`config.mk`:
```
export PLATFORM = sky130hd
export DESIGN_NAME = uart_channel
export DESIGN_NICKNAME = d
export VERILOG_FILES = /design/src/logic/uart_chan_pkg.sv /design/src/logic/hold_fifo.sv /design/src/logic/baud_gen.sv /design/src/logic/uart_channel.sv
export SDC_FILE = /design/constraint.sdc
export NUM_CORES = 2
export LEC_CHECK = 0
export ABC_CLOCK_PERIOD_IN_PS = 3900
export BUFFER_PORTS_ARGS = -buffer_cell sky130_fd_sc_hd__buf_2
export CORE_MARGIN = 4
export CORE_UTILIZATION = 40
export DETAILED_ROUTE_END_ITERATION = 10
export PLACE_DENSITY = 0.64
export SETUP_SLACK_MARGIN = 0.5
export SLEW_MARGIN = 10
export SYNTH_ARGS = -nofsm -noshare
export SYNTH_HDL_FRONTEND = slang
export SYNTH_SLANG_ARGS = --single-unit
```
`constraint.sdc`:
```
create_clock -name i_clk -period 3.9 [get_ports i_clk]
set_input_delay 0.195 -clock i_clk [delete_from_list [all_inputs] [get_ports i_clk]]
set_output_delay 0.195 -clock i_clk [all_outputs]
set_load 0.03 [all_outputs]
```
`src/logic/uart_chan_pkg.sv`:
```
// Shared constants and types for the UART channel
package uart_chan_pkg;
  localparam int FIFO_DEPTH = 64;
  localparam int OVERSAMPLE = 16;
  localparam int HALF_BIT = 8;
  localparam int IDLE_CHARS = 4;
  localparam logic [2:0] ADDR_HOLD = 3'h0;
  localparam logic [2:0] ADDR_IER = 3'h1;
  localparam logic [2:0] ADDR_IIR_FCR = 3'h2;
  localparam logic [2:0] ADDR_LCR = 3'h3;
  localparam logic [2:0] ADDR_MCR = 3'h4;
  localparam logic [2:0] ADDR_LSR = 3'h5;
  localparam logic [2:0] ADDR_MSR = 3'h6;
  localparam logic [2:0] ADDR_SCRATCH = 3'h7;
  localparam logic [7:0] LCR_RESET = 8'h1D;
  localparam logic [7:0] ENH_KEY = 8'hBF;
  localparam int LCR_DIVISOR_LATCH_ACCESS = 7;
  localparam int LCR_BREAK = 6;
  localparam int LCR_PAR_FORCE = 5;
  localparam int LCR_PAR_EVEN = 4;
  localparam int LCR_PAR_EN = 3;
  localparam int LCR_STOP = 2;
  localparam int EFR_ENH = 4;
  localparam int IER_SLEEP = 4;
  localparam int IER_MODEM = 3;
  localparam int IER_LINE = 2;
  localparam int IER_THR = 1;
  localparam int IER_RXD = 0;
  localparam int MCR_PRESC = 7;
  localparam int MCR_THR_ACC = 6;
  localparam int MCR_LOOP = 4;
  localparam int MCR_RDY_EN = 2;
  localparam int FCR_EN = 0;
  localparam int FCR_RX_CLR = 1;
  localparam int FCR_TX_CLR = 2;
  localparam int FCR_DMA = 3;
  localparam logic [2:0] PRIO_LINE = 3'h3;
  localparam logic [2:0] PRIO_RXD = 3'h2;
  localparam logic [2:0] PRIO_THR = 3'h1;
  localparam logic [2:0] PRIO_MODEM = 3'h0;

  typedef enum logic [2:0] {LS_IDLE, LS_START, LS_DATA, LS_PAR, LS_STOP} line_state_t;

  typedef struct packed {
    logic brk;
    logic frame_err;
    logic par_err;
    logic [7:0] data;
  } rx_entry_t;

  typedef struct packed {
    logic rd;
    logic wr;
    logic all_cs;
    logic [2:0] addr;
    logic [7:0] wdata;
  } bus_req_t;
endpackage : uart_chan_pkg

```
`src/logic/hold_fifo.sv`:
```
// Holding FIFO with valid/ready on both sides and single-entry mode
`timescale 1ns/1ps
module hold_fifo #(
  parameter int WIDTH = 8,
  parameter int DEPTH = 64
) (
  // Clock and reset
  input wire logic i_clk,
  input wire logic i_resetn,
  // Mode
  input wire logic i_clear,
  input wire logic i_single,
  input wire logic i_overwrite,
  // Fill side
  input wire logic i_s_valid,
  output logic o_s_ready,
  input wire logic [WIDTH-1:0] i_s_data,
  // Drain side
  output logic o_m_valid,
  input wire logic i_m_ready,
  output logic [WIDTH-1:0] o_m_data
);
  localparam int AW = $clog2(DEPTH);

  if (DEPTH < 2 || (DEPTH & (DEPTH - 1)) != 0) begin : g_bad_depth
    $error("hold_fifo DEPTH must be a power of two of at least 2");
  end

  typedef struct packed {
    logic [DEPTH-1:0][WIDTH-1:0] mem;
    logic [AW-1:0] wp;
    logic [AW-1:0] rp;
    logic [AW:0] cnt;
  } fifo_state_t;

  fifo_state_t s;
  fifo_state_t n;
  logic full;
  logic push;
  logic pop;

  always_comb begin
    n = s;
    full = s.cnt >= (i_single ? (AW + 1)'(1) : (AW + 1)'(DEPTH));
    o_s_ready = ~full | (i_single & i_overwrite);
    o_m_valid = s.cnt != '0;
    o_m_data = s.mem[s.rp];
    push = i_s_valid & o_s_ready;
    pop = o_m_valid & i_m_ready;
    if (i_clear) begin
      n.wp = '0;
      n.rp = '0;
      n.cnt = '0;
    end else begin
      if (pop) begin
        n.rp = s.rp + 1'b1;
      end
      // Single entry kept full: replace it instead of growing
      if (push && full && !pop) begin
        n.mem[s.rp] = i_s_data;
      end else if (push) begin
        n.mem[s.wp] = i_s_data;
        n.wp = s.wp + 1'b1;
      end
      n.cnt = s.cnt + (AW + 1)'(push && !(full && !pop)) - (AW + 1)'(pop);
    end
  end

  always_ff @(posedge i_clk) begin
    if (!i_resetn) begin
      s <= '0;
    end else begin
      s <= n;
    end
  end
endmodule : hold_fifo

```
`src/logic/baud_gen.sv`:
```
// Prescaler and 16-bit divisor producing the 16x bit-rate tick
`timescale 1ns/1ps
module baud_gen import uart_chan_pkg::*; (
  // Clock and reset
  input wire logic i_clk,
  input wire logic i_resetn,
  // Control
  input wire logic i_run,
  input wire logic i_presc4,
  input wire logic [15:0] i_div,
  // Tick
  output logic o_tick16
);
  typedef struct packed {
    logic [1:0] pre;
    logic [15:0] cnt;
    logic tick;
  } baud_state_t;

  baud_state_t s;
  baud_state_t n;
  logic pre_tick;

  always_comb begin
    n = s;
    n.tick = 1'b0;
    pre_tick = i_presc4 ? (s.pre == 2'h3) : 1'b1;
    // Zero divisor or sleep: counters cleared, no tick
    if (!i_run || i_div == 16'h0000) begin
      n.pre = '0;
      n.cnt = '0;
    end else begin
      n.pre = i_presc4 ? s.pre + 2'h1 : 2'h0;
      if (pre_tick) begin
        if (s.cnt >= i_div - 16'h0001) begin
          n.cnt = '0;
          n.tick = 1'b1;
        end else begin
          n.cnt = s.cnt + 16'h0001;
        end
      end
    end
  end

  always_ff @(posedge i_clk) begin
    if (!i_resetn) begin
      s <= '0;
    end else begin
      s <= n;
    end
  end

  assign o_tick16 = s.tick;
endmodule : baud_gen

```
`src/logic/uart_channel.sv`:
```
// One UART channel: register port, serial engines, idle and sleep control
`timescale 1ns/1ps
// Function
// - Sleep allowed only with enhanced functions and sleep enable both set.
// - Sleep entered when RX idle, TX empty, only the TX_HOLDING_FIFO interrupt pending.
// - Never sleep while the receive FIFO holds a character.
// - Asleep: internal and baud clocks stop.
// - Wake on RX change, modem input change, or transmit FIFO write.
// - RX idle flagged after line high for four character times.
// - Receiver samples RX at the middle of each bit.
// - Break bit forces TX low while set, except in loopback, where TX stays at mark.
// - Baud generator divides by a 16-bit divisor, 1 to 65535.
// - Prescaler bit adds divide-by-4; reset default is divide-by-1.
// - Baud generator output runs at sixteen times the bit rate.
// - Divisor bytes form the divisor; zero divisor stops the baud clock.
// - One baud generator times both transmitter and receiver.
// - Three address lines select the general register set.
// - Line control BFh maps addresses 2,4,5,6,7 to enhanced and flow characters.
// - Addresses 6,7 reach threshold registers when enhanced and access bits set.
// - FIFO ready register readable at 7 with all selects, enable, no loopback.
// - Enhanced control bits writable only with enhanced functions set.
// - 64-entry receive FIFO; disabled mode overwrites the held entry.
// - Each receive entry keeps its error bits with the character.
// - 64-entry transmit FIFO; disabled mode stores one byte, overflow lost.
// - FIFO enable bit enables or disables both FIFOs.
module uart_channel import uart_chan_pkg::*; #(
  parameter int DEPTH = FIFO_DEPTH
) (
  // Clock and reset
  input wire logic i_clk,
  input wire logic i_resetn,
  // Register port
  input wire logic i_cs_n,
  input wire logic i_all_cs_n,
  input wire logic i_rd_n,
  input wire logic i_wr_n,
  input wire logic [2:0] i_addr,
  input wire logic [7:0] i_wdata,
  output logic [7:0] o_rdata,
  // Ready status of sibling channels D..B
  input wire logic [2:0] i_peer_rx_rdy,
  input wire logic [2:0] i_peer_tx_rdy,
  // Serial and modem pins, modem as {cd, ri, dsr, cts}
  input wire logic i_rx,
  input wire logic [3:0] i_modem_n,
  output logic o_tx,
  // Status
  output logic o_asleep,
  output logic o_rx_idle
);
  typedef struct packed {
    logic rx_s1;
    logic rx_s2;
    logic rx_last;
    logic [3:0] ms_s1;
    logic [3:0] ms_s2;
    logic [3:0] msr_lvl;
    logic [3:0] msr_delta;
    logic [7:0] interrupt_enable;
    logic [7:0] line_control;
    logic [7:0] modem_control;
    logic [7:0] enhanced_features;
    logic [7:0] dll;
    logic [7:0] divisor_high_byte;
    logic [7:0] scratch_byte;
    logic [7:0] resume_char_one;
    logic [7:0] resume_char_two;
    logic [7:0] halt_char_one;
    logic [7:0] halt_char_two;
    logic [7:0] flow_thresholds;
    logic [7:0] fifo_trigger_levels;
    logic fifo_en;
    logic dma_mode;
    logic [1:0] rx_trig;
    logic [1:0] tx_trig;
    logic overrun;
    logic asleep;
    logic rx_idle;
    logic [9:0] idle_cnt;
    line_state_t tx_st;
    logic [5:0] tx_cnt;
    logic [2:0] tx_bit;
    logic [7:0] tx_sh;
    logic tx_par;
    logic tx_line;
    logic tx_out;
    line_state_t rx_st;
    logic [5:0] rx_cnt;
    logic [2:0] rx_bit;
    logic [7:0] rx_sh;
    logic rx_par;
    logic [7:0] rdata;
  } chan_state_t;

  chan_state_t s;
  chan_state_t n;
  bus_req_t req;
  rx_entry_t rx_ent;
  rx_entry_t rx_top;
  logic [7:0] tx_top;
  logic tick;
  logic rx_in;
  logic rx_push, rx_pop, rx_valid, rx_ready, rx_clr;
  logic tx_push, tx_pop, tx_valid, tx_ready, tx_clr;
  logic [3:0] msr_now;
  logic [3:0] wl;
  logic [7:0] d;
  logic bf, tcr_ok, allowed, wake, pend, thr_pend, enh;
  logic [2:0] prio;

  function automatic logic [3:0] word_len(input logic [7:0] line_control);
    return 4'd5 + {2'b00, line_control[1:0]};
  endfunction : word_len

  function automatic logic [7:0] data_mask(input logic [7:0] line_control);
    return 8'hFF >> (4'd8 - word_len(line_control));
  endfunction : data_mask

  function automatic logic [5:0] stop_ticks(input logic [7:0] line_control);
    if (!line_control[LCR_STOP]) begin
      return 6'(OVERSAMPLE);
    end else if (line_control[1:0] == 2'h0) begin
      return 6'(OVERSAMPLE * 3 / 2);
    end
    return 6'(OVERSAMPLE * 2);
  endfunction : stop_ticks

  function automatic logic [9:0] char_ticks(input logic [7:0] line_control);
    return 10'(OVERSAMPLE) * (10'd1 + 10'(word_len(line_control)) + 10'(line_control[LCR_PAR_EN]))
      + 10'(stop_ticks(line_control));
  endfunction : char_ticks

  function automatic logic par_bit(input logic [7:0] line_control, input logic [7:0] data);
    if (line_control[LCR_PAR_FORCE]) begin
      return ~line_control[LCR_PAR_EVEN];
    end
    return line_control[LCR_PAR_EVEN] ? ^(data & data_mask(line_control)) : ~^(data & data_mask(line_control));
  endfunction : par_bit

  function automatic chan_state_t reset_state();
    chan_state_t r;
    r = '0;
    r.rx_s1 = 1'b1;
    r.rx_s2 = 1'b1;
    r.rx_last = 1'b1;
    r.ms_s1 = 4'hF;
    r.ms_s2 = 4'hF;
    r.line_control = LCR_RESET;
    r.tx_line = 1'b1;
    r.tx_out = 1'b1;
    return r;
  endfunction : reset_state

  // Single rate source for both directions
  baud_gen u_baud (
    .i_clk(i_clk),
    .i_resetn(i_resetn),
    .i_run(~s.asleep),
    .i_presc4(s.modem_control[MCR_PRESC]),
    .i_div({s.divisor_high_byte, s.dll}),
    .o_tick16(tick)
  );

  hold_fifo #(.WIDTH($bits(rx_entry_t)), .DEPTH(DEPTH)) u_rx_fifo (
    .i_clk(i_clk),
    .i_resetn(i_resetn),
    .i_clear(rx_clr),
    .i_single(~s.fifo_en),
    .i_overwrite(1'b1),
    .i_s_valid(rx_push),
    .o_s_ready(rx_ready),
    .i_s_data(rx_ent),
    .o_m_valid(rx_valid),
    .i_m_ready(rx_pop),
    .o_m_data(rx_top)
  );

  hold_fifo #(.WIDTH(8), .DEPTH(DEPTH)) u_tx_fifo (
    .i_clk(i_clk),
    .i_resetn(i_resetn),
    .i_clear(tx_clr),
    .i_single(~s.fifo_en),
    .i_overwrite(1'b0),
    .i_s_valid(tx_push),
    .o_s_ready(tx_ready),
    .i_s_data(req.wdata),
    .o_m_valid(tx_valid),
    .i_m_ready(tx_pop),
    .o_m_data(tx_top)
  );

  always_comb begin
    n = s;
    req = '{rd: ~i_cs_n & ~i_rd_n, wr: ~i_cs_n & ~i_wr_n, all_cs: ~i_all_cs_n,
      addr: i_addr, wdata: i_wdata};
    rx_push = 1'b0;
    rx_pop = 1'b0;
    rx_clr = 1'b0;
    tx_push = 1'b0;
    tx_pop = 1'b0;
    tx_clr = 1'b0;
    rx_ent = '0;
    d = '0;
    wl = word_len(s.line_control);
    bf = s.line_control == ENH_KEY;
    enh = s.enhanced_features[EFR_ENH];
    tcr_ok = enh & s.modem_control[MCR_THR_ACC];
    rx_in = s.modem_control[MCR_LOOP] ? s.tx_line : s.rx_s2;
    // Pins are active low; loopback feeds modem controls back in
    msr_now = s.modem_control[MCR_LOOP] ? {s.modem_control[3], s.modem_control[2], s.modem_control[0], s.modem_control[1]} : ~s.ms_s2;

    n.rx_s1 = i_rx;
    n.rx_s2 = s.rx_s1;
    n.ms_s1 = i_modem_n;
    n.ms_s2 = s.ms_s1;
    n.rx_last = rx_in;
    n.msr_lvl = msr_now;
    n.msr_delta = s.msr_delta | (msr_now ^ s.msr_lvl);

    thr_pend = s.interrupt_enable[IER_THR] & ~tx_valid;
    pend = 1'b1;
    prio = PRIO_MODEM;
    if (s.interrupt_enable[IER_LINE] && (s.overrun || (rx_valid && (rx_top.brk || rx_top.frame_err
        || rx_top.par_err)))) begin
      prio = PRIO_LINE;
    end else if (s.interrupt_enable[IER_RXD] && rx_valid) begin
      prio = PRIO_RXD;
    end else if (thr_pend) begin
      prio = PRIO_THR;
    end else if (!(s.interrupt_enable[IER_MODEM] && s.msr_delta != 4'h0)) begin
      pend = 1'b0;
    end

    // Register reads
    if (req.rd) begin
      case (req.addr)
        ADDR_HOLD: begin
          if (s.line_control[LCR_DIVISOR_LATCH_ACCESS]) begin
            n.rdata = s.dll;
          end else begin
            n.rdata = rx_top.data;
            rx_pop = rx_valid;
          end
        end
        ADDR_IER: n.rdata = s.line_control[LCR_DIVISOR_LATCH_ACCESS] ? s.divisor_high_byte : s.interrupt_enable;
        ADDR_IIR_FCR: n.rdata = bf ? s.enhanced_features : {s.fifo_en, s.fifo_en, 2'b00, prio, ~pend};
        ADDR_LCR: n.rdata = s.line_control;
        ADDR_MCR: n.rdata = bf ? s.resume_char_one : s.modem_control;
        ADDR_LSR: begin
          if (bf) begin
            n.rdata = s.resume_char_two;
          end else begin
            n.rdata = {rx_valid & (rx_top.brk | rx_top.frame_err | rx_top.par_err),
              ~tx_valid & (s.tx_st == LS_IDLE), ~tx_valid,
              rx_valid & rx_top.brk, rx_valid & rx_top.frame_err,
              rx_valid & rx_top.par_err, s.overrun, rx_valid};
            n.overrun = 1'b0;
          end
        end
        ADDR_MSR: begin
          if (bf) begin
            n.rdata = s.halt_char_one;
          end else if (tcr_ok) begin
            n.rdata = s.flow_thresholds;
          end else begin
            n.rdata = {s.msr_lvl, s.msr_delta};
            n.msr_delta = msr_now ^ s.msr_lvl;
          end
        end
        ADDR_SCRATCH: begin
          if (bf) begin
            n.rdata = s.halt_char_two;
          end else if (req.all_cs && s.modem_control[MCR_RDY_EN] && !s.modem_control[MCR_LOOP]) begin
            n.rdata = {i_peer_rx_rdy, rx_valid, i_peer_tx_rdy, tx_ready};
          end else if (tcr_ok) begin
            n.rdata = s.fifo_trigger_levels;
          end else begin
            n.rdata = s.scratch_byte;
          end
        end
        default: n.rdata = 8'h00;
      endcase
    end

    // Register writes
    if (req.wr) begin
      case (req.addr)
        ADDR_HOLD: begin
          if (s.line_control[LCR_DIVISOR_LATCH_ACCESS]) begin
            n.dll = req.wdata;
          end else begin
            tx_push = 1'b1;
          end
        end
        ADDR_IER: begin
          if (s.line_control[LCR_DIVISOR_LATCH_ACCESS]) begin
            n.divisor_high_byte = req.wdata;
          end else begin
            n.interrupt_enable[3:0] = req.wdata[3:0];
            if (enh) begin
              n.interrupt_enable[7:4] = req.wdata[7:4];
            end
          end
        end
        ADDR_IIR_FCR: begin
          if (bf) begin
            n.enhanced_features = req.wdata;
          end else begin
            n.fifo_en = req.wdata[FCR_EN];
            n.dma_mode = req.wdata[FCR_DMA];
            n.rx_trig = req.wdata[7:6];
            if (enh) begin
              n.tx_trig = req.wdata[5:4];
            end
            // Switching FIFO mode discards both queues
            rx_clr = req.wdata[FCR_RX_CLR] | (req.wdata[FCR_EN] != s.fifo_en);
            tx_clr = req.wdata[FCR_TX_CLR] | (req.wdata[FCR_EN] != s.fifo_en);
          end
        end
        ADDR_LCR: n.line_control = req.wdata;
        ADDR_MCR: begin
          if (bf) begin
            n.resume_char_one = req.wdata;
          end else begin
            n.modem_control[4:0] = req.wdata[4:0];
            if (enh) begin
              n.modem_control[7:5] = req.wdata[7:5];
            end
          end
        end
        ADDR_LSR: begin
          if (bf) begin
            n.resume_char_two = req.wdata;
          end
        end
        ADDR_MSR: begin
          if (bf) begin
            n.halt_char_one = req.wdata;
          end else if (tcr_ok) begin
            n.flow_thresholds = req.wdata;
          end
        end
        ADDR_SCRATCH: begin
          if (bf) begin
            n.halt_char_two = req.wdata;
          end else if (tcr_ok) begin
            n.fifo_trigger_levels = req.wdata;
          end else begin
            n.scratch_byte = req.wdata;
          end
        end
        default: ;
      endcase
    end

    // Transmitter; ticks stop while asleep
    case (s.tx_st)
      LS_IDLE: begin
        n.tx_line = 1'b1;
        if (tick && tx_valid) begin
          tx_pop = 1'b1;
          n.tx_sh = tx_top & data_mask(s.line_control);
          n.tx_par = par_bit(s.line_control, tx_top);
          n.tx_cnt = '0;
          n.tx_st = LS_START;
        end
      end
      LS_START, LS_DATA, LS_PAR, LS_STOP: begin
        n.tx_line = (s.tx_st == LS_START) ? 1'b0 : (s.tx_st == LS_DATA) ? s.tx_sh[0]
          : (s.tx_st == LS_PAR) ? s.tx_par : 1'b1;
        if (tick) begin
          n.tx_cnt = s.tx_cnt + 6'd1;
          if (s.tx_st == LS_STOP && s.tx_cnt == stop_ticks(s.line_control) - 6'd1) begin
            n.tx_st = LS_IDLE;
          end else if (s.tx_st != LS_STOP && s.tx_cnt == 6'(OVERSAMPLE - 1)) begin
            n.tx_cnt = '0;
            if (s.tx_st == LS_START) begin
              n.tx_bit = '0;
              n.tx_st = LS_DATA;
            end else if (s.tx_st == LS_DATA) begin
              n.tx_sh = s.tx_sh >> 1;
              n.tx_bit = s.tx_bit + 3'd1;
              if (4'(s.tx_bit) == wl - 4'd1) begin
                n.tx_st = s.line_control[LCR_PAR_EN] ? LS_PAR : LS_STOP;
              end
            end else begin
              n.tx_st = LS_STOP;
            end
          end
        end
      end
      default: n.tx_st = LS_IDLE;
    endcase
    // Loopback keeps the pin at mark; otherwise break forces it low
    n.tx_out = s.modem_control[MCR_LOOP] ? 1'b1 : (n.tx_line & ~s.line_control[LCR_BREAK]);

    // Receiver; first check at half a bit, then every full bit
    case (s.rx_st)
      LS_IDLE: begin
        if (tick && !rx_in) begin
          n.rx_cnt = '0;
          n.rx_st = LS_START;
        end
      end
      LS_START: begin
        if (tick) begin
          n.rx_cnt = s.rx_cnt + 6'd1;
          if (s.rx_cnt == 6'(HALF_BIT - 1)) begin
            n.rx_cnt = '0;
            n.rx_bit = '0;
            n.rx_st = rx_in ? LS_IDLE : LS_DATA;
          end
        end
      end
      LS_DATA, LS_PAR, LS_STOP: begin
        if (tick) begin
          n.rx_cnt = s.rx_cnt + 6'd1;
          if (s.rx_cnt == 6'(OVERSAMPLE - 1)) begin
            n.rx_cnt = '0;
            if (s.rx_st == LS_DATA) begin
              n.rx_sh = {rx_in, s.rx_sh[7:1]};
              n.rx_bit = s.rx_bit + 3'd1;
              if (4'(s.rx_bit) == wl - 4'd1) begin
                n.rx_st = s.line_control[LCR_PAR_EN] ? LS_PAR : LS_STOP;
              end
            end else if (s.rx_st == LS_PAR) begin
              n.rx_par = rx_in;
              n.rx_st = LS_STOP;
            end else begin
              d = s.rx_sh >> (4'd8 - wl);
              rx_ent.data = d;
              rx_ent.frame_err = ~rx_in;
              rx_ent.par_err = s.line_control[LCR_PAR_EN] & (s.rx_par != par_bit(s.line_control, d));
              rx_ent.brk = (d == 8'h00) & ~rx_in & ~(s.line_control[LCR_PAR_EN] & s.rx_par);
              rx_push = 1'b1;
              if (!rx_ready || (!s.fifo_en && rx_valid && !rx_pop)) begin
                n.overrun = 1'b1;
              end
              n.rx_st = LS_IDLE;
            end
          end
        end
      end
      default: n.rx_st = LS_IDLE;
    endcase

    // Idle detector runs on 16x ticks; a low line clears it at once
    if (!rx_in) begin
      n.idle_cnt = '0;
      n.rx_idle = 1'b0;
    end else if (tick && !s.rx_idle) begin
      if (s.idle_cnt == 10'(IDLE_CHARS) * char_ticks(s.line_control) - 10'd1) begin
        n.rx_idle = 1'b1;
      end else begin
        n.idle_cnt = s.idle_cnt + 10'd1;
      end
    end

    // Sleep control
    allowed = s.enhanced_features[EFR_ENH] & s.interrupt_enable[IER_SLEEP];
    wake = (rx_in != s.rx_last) | (msr_now != s.msr_lvl) | tx_push;
    if (s.asleep) begin
      if (wake || !allowed) begin
        n.asleep = 1'b0;
      end
    end else if (allowed && s.rx_idle && !tx_valid && s.tx_st == LS_IDLE && !wake
        && !rx_valid && !(pend && !(prio == PRIO_THR)) && !tx_push) begin
      n.asleep = 1'b1;
    end
  end

  always_ff @(posedge i_clk) begin
    if (!i_resetn) begin
      s <= reset_state();
    end else begin
      s <= n;
    end
  end

  assign o_rdata = s.rdata;
  assign o_tx = s.tx_out;
  assign o_asleep = s.asleep;
  assign o_rx_idle = s.rx_idle;
endmodule : uart_channel

```
### After elaboration in Yosys (flattened, before gate mapping)

Cells that the tools add are included.

| word-level totals | value |
|---|---|
| bits in registers | 1462 |
| bits of input ports | 28 |
| logic and storage cells | 583 |

| cells by class | value |
|---|---|
| $add $sub $neg | 24 |
| $lt $le $gt $ge | 11 |
| eq/ne operators | 45 |
| shifts and indexed selects | 2 |
| mux-type cells | 151 |
| bitwise logic cells | 57 |
| reductions and logical operators | 116 |

Operator list:

| cell | count |
|---|---|
| 704-bit bitwise mux | 2 |
| 512-bit bitwise mux | 2 |
| 710-bit two-way mux | 1 |
| 704-bit two-way mux | 1 |
| 518-bit two-way mux | 1 |
| 512-bit two-way mux | 1 |
| 11-bit demux with 6-bit select | 2 |
| 8-bit two-way mux | 14 |
| 11-bit two-way mux | 10 |
| 8-bit demux with 6-bit select | 2 |
| 1-bit two-way mux | 68 |
| 11-bit binary-select mux with 6-bit select | 1 |
| 8-bit one-hot mux with 8 select lines | 1 |
| 8-bit binary-select mux with 6-bit select | 1 |
| 6-bit two-way mux | 8 |
| 21-bit two-way mux | 2 |
| 20-bit two-way mux | 2 |
| 6-bit by 1-bit adder with 6-bit output, second input constant | 6 |
| 1-bit logical AND | 33 |
| 3-bit AND reduction | 11 |
| 4-bit AND reduction | 8 |
| 6-bit by 7-bit less-than comparator with 1-bit output, second input constant | 4 |
| 3-bit two-way mux | 9 |
| 9-bit two-way mux | 3 |
| other kinds (74) | 213 |

### Longest topological paths before layout

| logic depth | value |
|---|---|
| depth in word-level cells | 22 |
| depth in mapped cells | 20 |

### Cells and area by module

Synthesis repeated with hierarchy kept, for this count alone.

| second synthesis, totals | value |
|---|---|
| cell total of the unflattened synthesis | 7296 |
| area, all modules | 70037.2 um^2 |

Modules (own cells, without submodules):

| module | times used | cells an instance | area an instance (um^2) |
|---|---|---|---|
| hold_fifo (u_rx_fifo) | 1 | 3376 | 33453.3 |
| hold_fifo (u_tx_fifo) | 1 | 2523 | 24926.4 |
| uart_channel | 1 | 1215 | 10063.4 |
| baud_gen | 1 | 182 | 1594.0 |

### Worst setup path after synthesis

OpenSTA, ideal clock, no wires.

| path | value |
|---|---|
| kind | register -> register |
| start | register s[159] in the netlist's numbering |
| end | register s[58] in the netlist's numbering |
| library setup time | 0.071 ns |
| data arrival time | 3.785 ns |
| data required time | 3.829 ns |
| path slack | 0.044 ns |
| cell stages (with the launch flop) | 18 |
| cell sequence | dfxtp_1 > buf_2 > inv_1 > ha_1 > nor2b_1 > inv_1 > ha_1 > fa_1 > xnor2_1 > xnor2_1 > xnor2_1 > nor3_1 > o21ai_0 > inv_1 > nor3b_1 > nand2_1 > or3_1 > a21oi_1 |

| between the ends | value |
|---|---|
| longest elaborated chain between the ends | 13 |
| elaborated cells on any way between the ends | 16 |

RTL lines:

| item | line | source |
|---|---|---|
| start, declared | uart_channel.sv:95 | `chan_state_t s;` |
| start signal, assigned | uart_channel.sv:474 | `s <= reset_state();` |
| start signal, assigned | uart_channel.sv:476 | `s <= n;` |
| parallel branches: the longest is 8 deep, another holds 3-bit by 2-bit adder with 4-bit output | - |  |
| 8-bit by 6-bit adder with 8-bit output * | uart_channel.sv:130 | `+ 10'(stop_ticks(line_control));` |
| 10-bit by 1-bit subtractor with 10-bit output * | uart_channel.sv:452 | `if (s.idle_cnt == 10'(IDLE_CHARS) * char_ticks(s.line_control) - 10'd1) begin` |
| 10-bit equality test * | uart_channel.sv:452 |  |
| 1-bit inverter (no line) * | - |  |
| 2-bit AND reduction (no line) * | - |  |

Mark *: on every way between the ends. The select of a mux whose other input is x is not followed.
A chain may end at the register's enable or synchronous reset.

### Final worst setup path

| path | value |
|---|---|
| start | register u_rx_fifo.s[9] in the netlist's numbering |
| end | register s, in the netlist o_rdata[2] |

| between the ends | value |
|---|---|
| longest elaborated chain between the ends | 10 |
| elaborated cells on any way between the ends | 13 |

RTL lines:

| item | line | source |
|---|---|---|
| start, declared | hold_fifo.sv:36 | `fifo_state_t s;` |
| start signal, assigned | hold_fifo.sv:73 | `s <= n;` |
| 11-bit binary-select mux with 6-bit select * | hold_fifo.sv:47 | `o_m_data = s.mem[s.rp];` |
| 11-bit two-way mux (not written as such) * | hold_fifo.sv:47 |  |
| 1-bit logical OR | uart_channel.sv:223 | `if (s.interrupt_enable[IER_LINE] && (s.overrun \|\| (rx_valid && (rx_top.brk \|\| rx_top.frame_err` |
| 1-bit logical OR | uart_channel.sv:224 | `\|\| rx_top.par_err)))) begin` |
| 1-bit logical AND | uart_channel.sv:223 |  |
| 1-bit logical OR | uart_channel.sv:223 |  |
| 1-bit logical AND | uart_channel.sv:223 |  |
| 2-bit two-way mux | uart_channel.sv:223 |  |
| 8-bit two-way mux | uart_channel.sv:246 | `ADDR_IIR_FCR: n.rdata = bf ? s.enhanced_features : {s.fifo_en, s.fifo_en, 2'b00, prio, ~pend};` |
| 8-bit one-hot mux with 8 select lines * | uart_channel.sv:236 | `case (req.addr)` |

Every way passes the cells marked *; elsewhere a longest branch is shown, timed or not. The select of a mux whose other input is x is not followed.

==> run summary <==
final worst slack = 492.2 ps
clk slew on worst S/H paths = 60 ps
HPWL after detailed placement = 137.4 mm
fillers = 15465
most common cell in the synthesized netlist = dfxtp_1
Synth Warn # = 0
post-route design area = 77820 um^2
worst-path fanout max = 13
Pins Over Slew Limit = 0
Reg2Reg Setup Slack = 490 ps
DRC viols = 0
num rows = 150
library cells used by synthesis = 92
RSZ-0062 raised after global routing = true
routed via count = 56042
Post-Synth XOR/XNOR Area = 0.01319
Post-synth EDFFs = 0
CTS Sinks = 1462
Hold Crit Class = in2reg
outcome = finished, final reports clean
WP depth = 12
critical path class = reg2reg
Synth Area in Compound Gates = 0.1102
static leakage = 28.82 nW
Remaining Overflow, GRT = 0
layout cells sized above 1 = 0.1458
R2R depth = 12
sequential cell area fraction in the yosys report = 0.4356
Finish-stage setup viols = 0
CP endpoint kind = flop
cts bufs inserted = 157
Placed Area = 70670 um^2
CP arrival = 4060 ps
Mapped Nets = 7462
vias in the first global route = 52940
worst skew pair latency = 810 ps
Root Driver = clkbuf_16
area leader, netlist = dfxtp_1
Worst Path Required = 4550 ps
synthesized flop and latch total = 1462
Top FF cell, synth = dfxtp_1
simple logic cell fraction of the synthesized area = 0.1625
syn_area_per_cell = 9.121 um^2
full die area = 174600 um^2
Vias/cell = 5.802
most frequent cells after synthesis = dfxtp_1 (1462), nor2_1 (1273), mux2i_1 (1165)
Buf/Inv on CP = 1
Critical-path top delay cell = nor4_4
clock skew = 36.20 ps
Nets = 7433
Port Buffers = 38
measured slew at the worst slew-check pin = 1144 ps
global-route wire length before repair = 327.7 mm
post-synthesis adder-cell area fraction = 0.01311
area share of the largest cell type after synthesis = 0.4356
max_cap viols = 0
Die Y = 417.8 um
dpl ws = -393.6 ps
Total Power = 32.02 mW
Area growth, synth to finish = 15.83%
TritonCTS clock tree = yes
largest net degree at the start of global routing = 184
final period utilization = 0.8738
final hold viol count = 0
starting density of the core = 0.4022
startpoint types = flop
mux share of post-synthesis cell area = 0.2185
H-tree Lvls = 4
Slew headroom = 0.2343
Post-synth ARST share = 0
Mapped Area = 67180 um^2
routed len/inst = 22.47 um
io pins = 39
main combinational cell family by area after synthesis = multiplexers
number of iterations in the first detailed-routing pass = 6
total core area = 167000 um^2
Hold Path Depth = 3
Die Wd = 417.8 um
clk buf depth = 3
Post-DRT Antenna Nets = 0
Post-Synthesis Cells = 7366
Final min period = 3408 ps
Most common cell on crit path = a21oi_1
worst hold slack = 51.37 ps
initial antenna violation count = 6
DRT Wirelength = 217.0 mm
Tot GR Track Use = 0.2380
CP top delay family = compound AO/OA/AOI/OAI gates
synth top area cells = dfxtp_1 (44%), mux2i_1 (17%), nor2_1 (7.1%)
drt initial violations = 6235
worst path cell trace = buf_16 -> mux2i_1 -> nor2_1 -> a311oi_1 -> a21oi_1 -> a221o_1 -> a221oi_2 -> o221ai_2 -> nor4_4 -> o21ai_0 -> a21oi_1 -> a41oi_1
Highest Clock Rate = 293.4 MHz
peak supply drop = 0.4869 mV
PD cells = 411.5 nW/um^2
Placer Congestion = 0.9701
Critical Path Max Stage Delay = 480 ps
[registers in the layout, indices dropped and copies added (netlist names)]
name / flops
s: 172
enh: 1
n: 5
o_rdata: 8
u_baud.o_tick16: 1
o_tx: 1
u_baud.s: 18
o_asleep: 1
u_rx_fifo.s: 723
u_tx_fifo.s: 531
o_rx_idle: 1
[layout make-up]
cell class	count	area [um^2]	area share
Multi-Input combinational cell	5166	35600	0.4574
Sequential cell	1462	29310	0.3766
Timing Repair Buffer	495	4672	0.06004
Clock buffer	231	4622	0.05939
Tap cell	2204	2758	0.03544
Clock inverter	45	640.6	0.008232
Inverter	55	216.5	0.002782
Antenna cell	1	2.502	0.00003216
[placed cells by master (no fill, tap or decap), drive strengths merged, types with 12 or more instances in the layout]
cell,synthesis,routed
dfxtp,1462,1462
nor2,1306,1306
mux2i,1165,1165
nand2,530,530
buf,214,462
a21oi,443,443
nand3,371,371
clkbuf,470,237
a22oi,146,146
o21ai,126,127
mux4,109,109
a221oi,77,77
a31oi,68,68
ha,64,64
nor3,64,64
inv,50,61
xnor2,51,51
a211oi,51,51
mux2,48,48
xor2,45,45
o22ai,45,45
o31ai,37,37
and3,33,33
nand4,31,31
a22o,29,29
nor3b,29,29
or3,28,28
nand2b,27,27
dlygate4sd3,0,26
clkinv,5,26
and2,24,24
o221ai,23,23
nor2b,19,19
nand3b,13,13
a21o,12,12
o211ai,12,12
bufinv,0,12
nor4,12,12
[layer usage]
layer  vias to the layer above  global-route usage  part of all wire
met5                         -                   0           0.00028
met4                         8             0.08410             0.038
met3                       431             0.04278             0.078
met2                      2258              0.3783              0.45
met1                     27478              0.3250              0.43
li1                      25867                   -                 -
[report_power, final]
group	internal [mW]	leakage, nW	switching [mW]
clock	9.02	2.59	6.28
sequential	15.0	11.8	0.0420
combinational	0.500	14.4	1.21
total	24.5	28.8	7.52
[per-stage QoR]
step / setup TNS [ps] / utilization / cells
after floorplan: 0 / - / 7366
after global placement: -1827 / 0.4231 / 9277
after detailed placement: -858.2 / 0.4231 / 9277
after CTS: 0 / 0.4588 / 9601
after global routing: 0 / 0.4659 / 9658
final: 0 / 0.4659 / 9659
[path summary, 6_finish.rpt]
| check | startpoint | endpoint |
|---|---|---|
| worst max-delay path | u_rx_fifo.s[9] | o_rdata[2] |
| worst min-delay path | i_wdata[3] | u_tx_fifo.s[406] |
| worst max register to register | u_rx_fifo.s[9] | o_rdata[2] |
| worst min register to register | n[184] | s[184] |
[cells by family after synthesis]
group,after synthesis
compound gates,1152
xor+xnor,98
simple gates,2525
mux,1322
buf+inv,739
fa+ha+maj,68
flops,1462
[timing repair]
action	CTS	global route
endpoints found under the setup margin	286	675
hold buffers	26	0
gates resized for setup	52	159
pin swaps	11	55
cloned	3	5
setup buffers	19	52
hold endpoints to repair	128	0
[tightest hold or removal path, stage by stage]
cell and delay [ps]:
buf_4 350, nand3_1 170, a21oi_1 60
(Power assumes the default switching activity.)
